**src/atcp_consts.svh**
```systemverilog
// Constants for the asynchronous timer clock and prescaler control block.
// Assumes a CPU-side byte register port with separate read and write strobes.
//
// What this block does
// - Ext clock bit set with async select enables oscillator-one input buffer.
// - Crystal oscillator runs only while the ext clock bit is zero.
// - Async select zero clocks timer from io_clock, one from oscillator.
// - Counter, compares and controls may be corrupted on source switch.
// - Async counter write sets busy; cleared once counter loaded.
// - Async compare A write sets busy; cleared after transfer.
// - Async compare B write sets busy; cleared after transfer.
// - Async control A write sets busy; cleared after transfer.
// - Async control B write sets busy; cleared after transfer.
// - Sync hold set keeps written prescaler-reset bits asserted.
// - Writing sync hold zero while hold is set clears both prescaler-reset bits.
// - Async prescaler reset self-clears, waits in async mode, kept under hold.
// - Sync prescaler reset resets shared prescaler, self-clears unless hold.
// - Sync control register decoded at data 0x43 and I/O 0x23.
`ifndef ATCP_CONSTS_SVH
`define ATCP_CONSTS_SVH
`define ATCP_GTC_DATA_ADDR   8'h43
`define ATCP_IO_SPACE_OFFSET 8'h20
`define ATCP_GTC_IO_ADDR     8'h23
`define ATCP_STATUS_ADDR     8'hB6
`define ATCP_CNT_ADDR        8'hB2
`define ATCP_CMPA_ADDR       8'hB3
`define ATCP_CMPB_ADDR       8'hB4
`define ATCP_CTLA_ADDR       8'hB0
`define ATCP_CTLB_ADDR       8'hB1
`define ATCP_GTC_RESET       8'h00
`define ATCP_STATUS_RESET    8'h00
`define ATCP_BIT_HOLD        7
`define ATCP_BIT_PSR_ASYNC   1
`define ATCP_BIT_PSR_SYNC    0
`define ATCP_BIT_EXT_CLK     6
`define ATCP_BIT_ASYNC_SEL   5
`define ATCP_BIT_CNT_BUSY    4
`define ATCP_BIT_CMPA_BUSY   3
`define ATCP_BIT_CMPB_BUSY   2
`define ATCP_BIT_CTLA_BUSY   1
`define ATCP_BIT_CTLB_BUSY   0
`define ATCP_NUM_BUSY        5
`endif

```
**src/atcp_pkg.sv**
```systemverilog
// Types for the asynchronous timer clock and prescaler control block.
// Assumes atcp_consts.svh is compiled alongside.
package atcp_pkg;
  typedef logic [7:0] atcp_byte_t;
  typedef enum logic [2:0] {
    ATCP_CNT, ATCP_CMPA, ATCP_CMPB, ATCP_CTLA, ATCP_CTLB
  } atcp_target_t;
endpackage

```
**src/atcp_ctl.sv**
```systemverilog
// Clock source selection, update-busy flags and prescaler reset control.
// Assumes CPU register strobes and the timer tick are synchronous to CLOCK.
// Offsets and field positions come from atcp_consts.svh.
`timescale 1ns/100ps
`include "atcp_consts.svh"
module atcp_ctl (
  input  wire logic           CLOCK,
  input  wire logic           RESET,
  input  wire logic           REG_WR,
  input  wire logic           REG_RD,
  input  wire logic           IO_SPACE,
  input  wire atcp_pkg::atcp_byte_t REG_ADDR,
  input  wire atcp_pkg::atcp_byte_t REG_WDATA,
  input  wire logic           ASYNC_TICK,
  input  wire logic           PSR_ASYNC_DONE,
  output atcp_pkg::atcp_byte_t REG_RDATA,
  output logic                TOSC_BUF_EN,
  output logic                XTAL_OSC_EN,
  output logic                TIMER_CLK_SEL,
  output logic                DIRECT_WRITE,
  output logic [4:0]          UPDATE_LOAD,
  output logic                PRESCALER_ASYNC_RST,
  output logic                PRESCALER_SYNC_RST
);
  import atcp_pkg::*;

  logic       ext_clock_input_enable;
  logic       async_clock_select;
  logic       timer_sync_hold;
  logic       async_prescaler_reset;
  logic       sync_prescaler_reset;
  logic [4:0] busy;
  logic [4:0] req_tog;
  logic [4:0] ack_tog;
  logic [4:0] ack_meta;
  logic [4:0] ack_sync;
  logic [4:0] pend;
  logic       gtc_wr;
  logic       stat_wr;
  logic       gtc_rd;
  logic       stat_rd;
  logic [4:0] hit;
  atcp_byte_t phys_addr;
  atcp_byte_t sync_byte;
  atcp_byte_t status_byte;

  function automatic logic [4:0] target_hit(input atcp_byte_t a);
    logic [4:0] h;
    h = 5'h00;
    h[ATCP_CNT]  = (a == `ATCP_CNT_ADDR);
    h[ATCP_CMPA] = (a == `ATCP_CMPA_ADDR);
    h[ATCP_CMPB] = (a == `ATCP_CMPB_ADDR);
    h[ATCP_CTLA] = (a == `ATCP_CTLA_ADDR);
    h[ATCP_CTLB] = (a == `ATCP_CTLB_ADDR);
    return h;
  endfunction

  ////////////////////////////////////////////////////////////////////////////
  // Address decode; short I/O addresses sit 0x20 below data space.
  assign phys_addr = IO_SPACE ? atcp_byte_t'(REG_ADDR + `ATCP_IO_SPACE_OFFSET)
                              : REG_ADDR;
  assign gtc_wr  = REG_WR && (phys_addr == `ATCP_GTC_DATA_ADDR);
  assign stat_wr = REG_WR && (phys_addr == `ATCP_STATUS_ADDR);
  assign gtc_rd  = REG_RD && (phys_addr == `ATCP_GTC_DATA_ADDR);
  assign stat_rd = REG_RD && (phys_addr == `ATCP_STATUS_ADDR);
  assign hit     = target_hit(phys_addr);

  // Field positions come from the constants, so the busy flags land on
  // their own bits even though the flag array is indexed by target.
  always_comb begin
    sync_byte                      = 8'h00;
    sync_byte[`ATCP_BIT_HOLD]      = timer_sync_hold;
    sync_byte[`ATCP_BIT_PSR_ASYNC] = async_prescaler_reset;
    sync_byte[`ATCP_BIT_PSR_SYNC]  = sync_prescaler_reset;
  end

  always_comb begin
    status_byte                      = 8'h00;
    status_byte[`ATCP_BIT_EXT_CLK]   = ext_clock_input_enable;
    status_byte[`ATCP_BIT_ASYNC_SEL] = async_clock_select;
    status_byte[`ATCP_BIT_CNT_BUSY]  = busy[ATCP_CNT];
    status_byte[`ATCP_BIT_CMPA_BUSY] = busy[ATCP_CMPA];
    status_byte[`ATCP_BIT_CMPB_BUSY] = busy[ATCP_CMPB];
    status_byte[`ATCP_BIT_CTLA_BUSY] = busy[ATCP_CTLA];
    status_byte[`ATCP_BIT_CTLB_BUSY] = busy[ATCP_CTLB];
  end

  // Unmapped addresses and idle reads return zero.
  always_comb begin
    REG_RDATA = 8'h00;
    if (gtc_rd) begin
      REG_RDATA = sync_byte;
    end else if (stat_rd) begin
      REG_RDATA = status_byte;
    end
  end

  ////////////////////////////////////////////////////////////////////////////
  // Clock source. Switching the source does not protect the timer
  // registers; software reloads them afterwards.
  always_ff @(posedge CLOCK) begin
    if (RESET) begin
      ext_clock_input_enable <= 1'b0;
    end else if (stat_wr) begin
      ext_clock_input_enable <= REG_WDATA[`ATCP_BIT_EXT_CLK];
    end
  end

  // Nothing here refuses a select before the ext clock bit; ordering the
  // two writes is left to software.
  always_ff @(posedge CLOCK) begin
    if (RESET) begin
      async_clock_select <= 1'b0;
    end else if (stat_wr) begin
      async_clock_select <= REG_WDATA[`ATCP_BIT_ASYNC_SEL];
    end
  end

  // The crystal and the external buffer are never on together.

  assign TOSC_BUF_EN   = ext_clock_input_enable && async_clock_select;
  assign XTAL_OSC_EN   = async_clock_select && !ext_clock_input_enable;
  assign TIMER_CLK_SEL = async_clock_select;
  assign DIRECT_WRITE  = !async_clock_select;

  ////////////////////////////////////////////////////////////////////////////
  // Busy flags. A pending transfer completes on the next timer tick and is
  // acknowledged by toggle, so while async stays selected the flag spans a real slow-side load.
  genvar i;
  generate
    for (i = 0; i < `ATCP_NUM_BUSY; i = i + 1) begin : g_busy
      // A write to a busy target sets busy again but sends no second
      // toggle, so the slow side never loads a half-written value twice.
      atcp_busy_flag u_flag (
        .CLOCK            (CLOCK),
        .RESET            (RESET),
        .write_async      (REG_WR && async_clock_select &&
                           hit[i]),
        .done_toggle_sync (ack_sync[i]),
        .busy             (busy[i]),
        .req_toggle       (req_tog[i])
      );
      // Back on io_clock no tick arrives, so an unfinished transfer is
      // dropped; this lets the busy flag fall instead of hanging.
      always_ff @(posedge CLOCK) begin
        if (RESET) begin
          ack_tog[i] <= 1'b0;
        end else if (!async_clock_select) begin
          ack_tog[i] <= req_tog[i];
        end else if (ASYNC_TICK && pend[i]) begin
          ack_tog[i] <= req_tog[i];
        end
      end
      assign pend[i] = req_tog[i] != ack_tog[i];
      // In io_clock mode the load strobe follows the write directly, so the
      // timer sees the new value on the next edge with nothing pending.
      assign UPDATE_LOAD[i] = async_clock_select ? (ASYNC_TICK && pend[i])
                            : (REG_WR && hit[i]);
    end
  endgenerate

  // The acknowledge is already in this clock domain; the two stages are
  // kept so the busy time matches a slow-side load seen through a
  // synchroniser, which software relies on when it polls.
  always_ff @(posedge CLOCK) begin
    if (RESET) begin
      ack_meta <= 5'h00;
      ack_sync <= 5'h00;
    end else begin
      ack_meta <= ack_tog;
      ack_sync <= ack_meta;
    end
  end

  ////////////////////////////////////////////////////////////////////////////
  // Synchronisation hold and prescaler resets. A fresh write wins over the
  // self-clear in the same cycle. Writing the hold bit to zero ends a held
  // reset even if the same write asks for that reset again; a write that
  // asks for a reset with hold already off starts a new one.
  always_ff @(posedge CLOCK) begin
    if (RESET) begin
      timer_sync_hold <= 1'b0;
    end else if (gtc_wr) begin
      timer_sync_hold <= REG_WDATA[`ATCP_BIT_HOLD];
    end
  end

  always_ff @(posedge CLOCK) begin
    if (RESET) begin
      async_prescaler_reset <= 1'b0;
    end else if (gtc_wr && REG_WDATA[`ATCP_BIT_HOLD]) begin
      async_prescaler_reset <= REG_WDATA[`ATCP_BIT_PSR_ASYNC];
    end else if (gtc_wr && (timer_sync_hold ||
                            !REG_WDATA[`ATCP_BIT_PSR_ASYNC])) begin
      async_prescaler_reset <= 1'b0;
    end else if (gtc_wr) begin
      async_prescaler_reset <= 1'b1;
    end else if (!timer_sync_hold &&
                 (!async_clock_select || PSR_ASYNC_DONE)) begin
      async_prescaler_reset <= 1'b0;
    end
  end

  always_ff @(posedge CLOCK) begin
    if (RESET) begin
      sync_prescaler_reset <= 1'b0;
    end else if (gtc_wr && REG_WDATA[`ATCP_BIT_HOLD]) begin
      sync_prescaler_reset <= REG_WDATA[`ATCP_BIT_PSR_SYNC];
    end else if (gtc_wr && (timer_sync_hold ||
                            !REG_WDATA[`ATCP_BIT_PSR_SYNC])) begin
      sync_prescaler_reset <= 1'b0;
    end else if (gtc_wr) begin
      sync_prescaler_reset <= 1'b1;
    end else if (!timer_sync_hold) begin
      sync_prescaler_reset <= 1'b0;
    end
  end

  // A write with hold clear still pulses the reset for that cycle.
  assign PRESCALER_ASYNC_RST = async_prescaler_reset ||
      (gtc_wr && REG_WDATA[`ATCP_BIT_PSR_ASYNC]);
  assign PRESCALER_SYNC_RST  = sync_prescaler_reset ||
      (gtc_wr && REG_WDATA[`ATCP_BIT_PSR_SYNC]);
endmodule

```
**src/atcp_busy_flag.sv**
```systemverilog
// One update-busy flag with a toggle handshake towards the timer clock.
// Assumes the transfer acknowledge comes back already synchronised.
`timescale 1ns/100ps
module atcp_busy_flag (
  input  wire logic CLOCK,
  input  wire logic RESET,
  input  wire logic write_async,
  input  wire logic done_toggle_sync,
  output logic      busy,
  output logic      req_toggle
);
  import atcp_pkg::*;
  logic done_seen;

  always_ff @(posedge CLOCK) begin
    if (RESET) begin
      req_toggle <= 1'b0;
    end else if (write_async && !busy) begin
      req_toggle <= ~req_toggle;
    end
  end

  // Busy ends when the synchronised done toggle changes level.
  always_ff @(posedge CLOCK) begin
    if (RESET) begin
      busy      <= 1'b0;
      done_seen <= 1'b0;
    end else begin
      done_seen <= done_toggle_sync;
      if (write_async) begin
        busy <= 1'b1;
      end else if (done_toggle_sync != done_seen) begin
        busy <= 1'b0;
      end
    end
  end
endmodule

```
**config.mk**
```make
export PLATFORM = sky130hd
export DESIGN_NAME = atcp_ctl
export DESIGN_NICKNAME = d
export VERILOG_FILES = /design/src/atcp_pkg.sv /design/src/atcp_ctl.sv /design/src/atcp_busy_flag.sv
export VERILOG_INCLUDE_DIRS = /design/src
export SDC_FILE = /design/constraint.sdc
export NUM_CORES = 1
export LEC_CHECK = 0
export BUFFER_PORTS_ARGS = -buffer_cell sky130_fd_sc_hd__buf_2
export CAP_MARGIN = 20
export CORE_MARGIN = 4
export CORE_UTILIZATION = 47
export CTS_CLUSTER_SIZE = 40
export DETAILED_ROUTE_END_ITERATION = 10
export GPL_ROUTABILITY_DRIVEN = 1
export PLACE_DENSITY = 0.76
export SYNTH_ARGS = -nofsm -noshare
export SYNTH_HDL_FRONTEND = slang
export SYNTH_SLANG_ARGS = --single-unit
export TNS_END_PERCENT = 1
```
**constraint.sdc**
```tcl
create_clock -name CLOCK -period 1.5 [get_ports CLOCK]
set_input_delay 0.15 -clock CLOCK [delete_from_list [all_inputs] [get_ports CLOCK]]
set_output_delay 0.15 -clock CLOCK [all_outputs]
set_load 0.005 [all_outputs]
```
# Word level (Yosys, flattened, before mapping)
# Index checks and enable logic that the tools add are counted.
# Widths: inputs -> output; s select.
# op_classes
addsub	1
multipliers	0
div	0
order_cmp	0
n_eq_ne	23
n_shift	0
mux	36
bitwise	5
reduce_logical	54
# ops
op	n
$eq 8x8->1 const B	6
$logic_and 1x1->1	33
$mux 1	33
$mux 8	2
$logic_not 1->1	10
$ne 1x1->1	10
$ne 2x1->1 const B	5
$reduce_bool 2->1	5
$add 8x6->8 const B	1
$eq 8x7->1 const B	1
$mux 7	1
$logic_or 1x1->1	5
$not 1->1	5
$ne 4x1->1 const B	1
$reduce_bool 4->1	1
# word_totals
ff_bits	35
latch_bits	0
ramBits	0
mem_bits_ro	0
inputBits	23
elab_cells	146
memories	0

# Depth between registers and ports, before layout
# depth
word_depth	7
ltp_mapped	5

# By module
# A second synthesis with hierarchy kept.
# hier_totals
cells_unflattened	180
hier_area_um2	1699.1
# by_module_without_submodules
mod	n_inst	cells_per_inst	area_each_um2
atcp_ctl	1	130	1148.6
atcp_busy_flag	5	10	110.1

# Worst setup path before layout
# Ideal clock, no wire load.
# synth_timing
path_kind	input-to-output
from	in REG_ADDR[5]
to	out REG_RDATA[0]
t_arrival_ps	1509
required_ps	1350
slack_ps	-159
stages	5
n_path_buf	0
path_cell_list	ha_1 nor3b_2 o221ai_1 nor4_4 a22o_1
# synth_via
elab_chain_len	6
word_cells_on_any_way	8
classes_between	add/sub: 1; eq/ne: 2; mux: 3; reduce/logical: 2
# synth_rtl
item	line	text
from (decl)	atcp_ctl.sv:12	input wire atcp_pkg::atcp_byte_t REG_ADDR,
$add 8x6->8 (no source line)	--	
$mux 8 (*)	atcp_ctl.sv:60	assign phys_addr = IO_SPACE ? atcp_byte_t'(REG_ADDR + `ATCP_IO_SPACE_OFFSET)
$eq 8x8->1 (no source line)	--	
$logic_and 1x1->1	atcp_ctl.sv:65	assign stat_rd = REG_RD && (phys_addr == `ATCP_STATUS_ADDR);
$mux 7	atcp_ctl.sv:93	end else if (stat_rd) begin
$mux 8 (*)	atcp_ctl.sv:91	if (gtc_rd) begin
to (decl)	atcp_ctl.sv:16	output atcp_pkg::atcp_byte_t REG_RDATA,
# Every way passes the cells marked *; elsewhere a longest branch is shown, timed or not.

# Worst setup path after layout
# layout_timing
from	in REG_ADDR[6]
to	out REG_RDATA[5]
# Same word-level chain as after synthesis.

==> flow_summary.json <==
{
  "status": "finished with violations",
  "failed_checks": "negative setup slack",
  "layout_setup_ws_ns": -0.175,
  "hold_slack_ns": 0.0428,
  "worst_ep_required_time_ns": 1.35,
  "antenna_found_initial": 0,
  "whs_path_depth": 3,
  "clockBufferDepth": 2,
  "die_w_um": 68.2,
  "synth.area.top_cells": "dfxtp_1, nor2b_1, mux2i_1, nor2_1, xnor2_1",
  "cts.clk_slew.worst_paths_ns": 0.12,
  "area_growth_pct": 36.2,
  "reg2reg_to": "g_busy[3].u_flag.req_toggle$_SDFFE_PP0P_",
  "fmax_mhz": 597,
  "drc": 0,
  "crit_path_end_kind": "output port",
  "ant_nets": 0,
  "ys_ff_latch": 35,
  "vdd_drop_max_mv": 0.539,
  "rows": 21,
  "power_leakage_nw": 0.997,
  "grt_pass1_vias": 1520,
  "place.gp.congestion": 0.850,
  "worst-setup-path-type": "in -> out",
  "wirelength_um": 4200,
  "drive_gt1_share_pct": 40.8,
  "insertion_delay_ns": 0.35,
  "min_period_over_period_pct": 112,
  "min_from": "REG_WDATA[5]",
  "p_total_mw": 1.67,
  "reg2reg_slack_ns": 0.13,
  "htreeDepth": 2,
  "grtUsageTotal_pct": 19.5,
  "drtIter0Drc": 61,
  "numCtsBuffers": 5,
  "post-route-cell-area_um2": 2320,
  "cts.sinks": 35,
  "synth_top_area_share_pct": 41.1,
  "slew_headroom_pct": 77.2,
  "viasPerCell": 5.38,
  "r2r-start": "TIMER_CLK_SEL$_SDFFE_PP0P_",
  "finalCriticalPeriod_ns": 1.68,
  "synth_common_cells": "dfxtp_1, nor2_1, nor2b_1",
  "die-area_um2": 4650,
  "final_cells": 291,
  "yosys_warnings": 0,
  "initial_utilization_pct": 49.9,
  "worst-path-max-fanout": 4,
  "io_pins": 42,
  "cts_root_buf": "clkbuf_4",
  "holdBufCountCts": 0,
  "synthFlopType": "dfxtp_1",
  "rsz0062_at_grt": "yes",
  "drv_cap": 0,
  "ys_seq_area_share_pct": 41.1,
  "netlist_instances": 179,
  "synth_nets": 203,
  "dpl_worst_slack_ns": -0.258,
  "fin_skew_ns": 0.0145,
  "dp.cells": 281,
  "setup_violations": 15,
  "synth_edf_count": 0,
  "first_pass_iters": 4,
  "nNetsFinal": 268,
  "cp-start-kind": "input port",
  "dieHeight_um": 68.2,
  "critPathArrivalTime_ns": 1.53,
  "place_hpwl_um": 3090,
  "power_density_nw_per_um2": 720,
  "routedWlPerCell_um": 14.4,
  "yosys.area.top_type": "dfxtp_1",
  "n_antenna_cell": 0,
  "postSynthAreaPerCell_um2": 9.52,
  "worst_pin_slew_ns": 0.343,
  "synth_area_um2": 1700,
  "fp.coreArea_um2": 3420,
  "cts_tree": "yes",
  "ys_types": 41,
  "dpl_cell_area_um2": 2150,
  "grt_pass1_wl_um": 6840,
  "hold_end": "TIMER_CLK_SEL$_SDFFE_PP0P_",
  "r2r_cells": 4,
  "final-hold-violation-count": 0,
  "yosysMostFrequentCell": "dfxtp_1",
  "overflow": 0,
  "grt_max_degree": 30,
  "vias": 1567,
  "ys_async_sr_fraction_pct": 0,
  "hp-class": "in -> reg",
  "port-buffer-count": 38,
  "drv_slew": 0
}
==> per-layer routing <==
metal | track usage, % | up-vias | routed length, µm
met3 | 5.58 | 7 | 262
met1 | 24.8 | 739 | 1860
met4 | 5.96 | 0 | 45
met2 | 31.6 | 43 | 2030
met5 | 0 | - | 0
li1 | - | 778 | -
==> critical path, cell delays in order <==
cell	delay (ns)
buf_8	0.10
ha_4	0.24
nor3b_4	0.23
o221ai_2	0.15
nor4_4	0.25
buf_4	0.18
and2_4	0.14
buf_6	0.08
==> registers in the layout (all words and copies together) (netlist names) <==
name                      flops
g_busy.u_flag.req_toggle      5
ack_meta                      5
ack_sync                      5
sync_prescaler_reset          1
g_busy.u_flag.busy            5
g_busy.u_flag.done_seen       5
TIMER_CLK_SEL                 1
async_prescaler_reset         1
timer_sync_hold               1
ext_clock_input_enable        1
ack_tog                       5
==> cell usage in the layout, fill, tap and decap left out, types with 3 or more instances in the layout <==
cell,count
buf_2,34
nand4b_1,3
and2_1,5
nand2_1,3
o41ai_2,3
and2_4,3
buf_6,4
clkbuf_4,5
buf_4,25
nand2b_1,6
a21oi_1,9
nor2b_1,15
xnor2_1,6
a22oi_1,3
nand3b_1,5
mux2i_1,8
nor2_1,15
xor2_1,5
nand3_1,7
dfxtp_1,34
==> worst max path at each step <==
stage | from | to | slack (ns)
after floorplan | REG_ADDR[5] | REG_RDATA[0] | -0.07
after global placement | REG_ADDR[5] | REG_RDATA[3] | -0.23
after detailed placement | REG_ADDR[5] | UPDATE_LOAD[2] | -0.26
after CTS | REG_ADDR[6] | REG_RDATA[5] | -0.17
after global routing | REG_ADDR[6] | PRESCALER_ASYNC_RST | -0.25
final | REG_ADDR[6] | REG_RDATA[5] | -0.18
==> per-stage QoR <==
step / TNS (ns) / utilization [%]
global placement: -4.33 / 62.9
finish: -2.00 / 67.9
floorplan: -0.388 / -
detailed placement: -4.89 / 62.9
CTS: -2.05 / 67.1
global route: -3.33 / 67.9
==> final cells by class <==
class,count,area (µm²)
clock inverter,2,16.3
timing repair buffer,64,418
fill,284,1090
multi-input combinational,136,1070
inverter,2,7.51
sequential,35,702
tap,46,57.6
clock buffer,6,51.3
==> timing repair <==
item,in CTS,in global routing
endpoints found under the setup margin,15,21
gates resized for setup,16,6
pin swaps,10,2
buffers inserted,2,0
==> cell families after synthesis <==
group,share of synthesized area [%]
AO/OA/AOI/OAI,14.8
XOR/XNOR,5.65
adder cells (fa/ha/maj),0.734
buffers and inverters,1.76
flip-flops,41.1
multiplexers,4.70
AND/OR/NAND/NOR,31.3
==> power by group <==
| group | internal [mW] | switching, mW |
|---|---|---|
| clock | 0.231 | 0.346 |
| sequential | 0.929 | 0.000176 |
| combinational | 0.0788 | 0.0852 |
No activity file was read; power rests on OpenSTA's default activity.
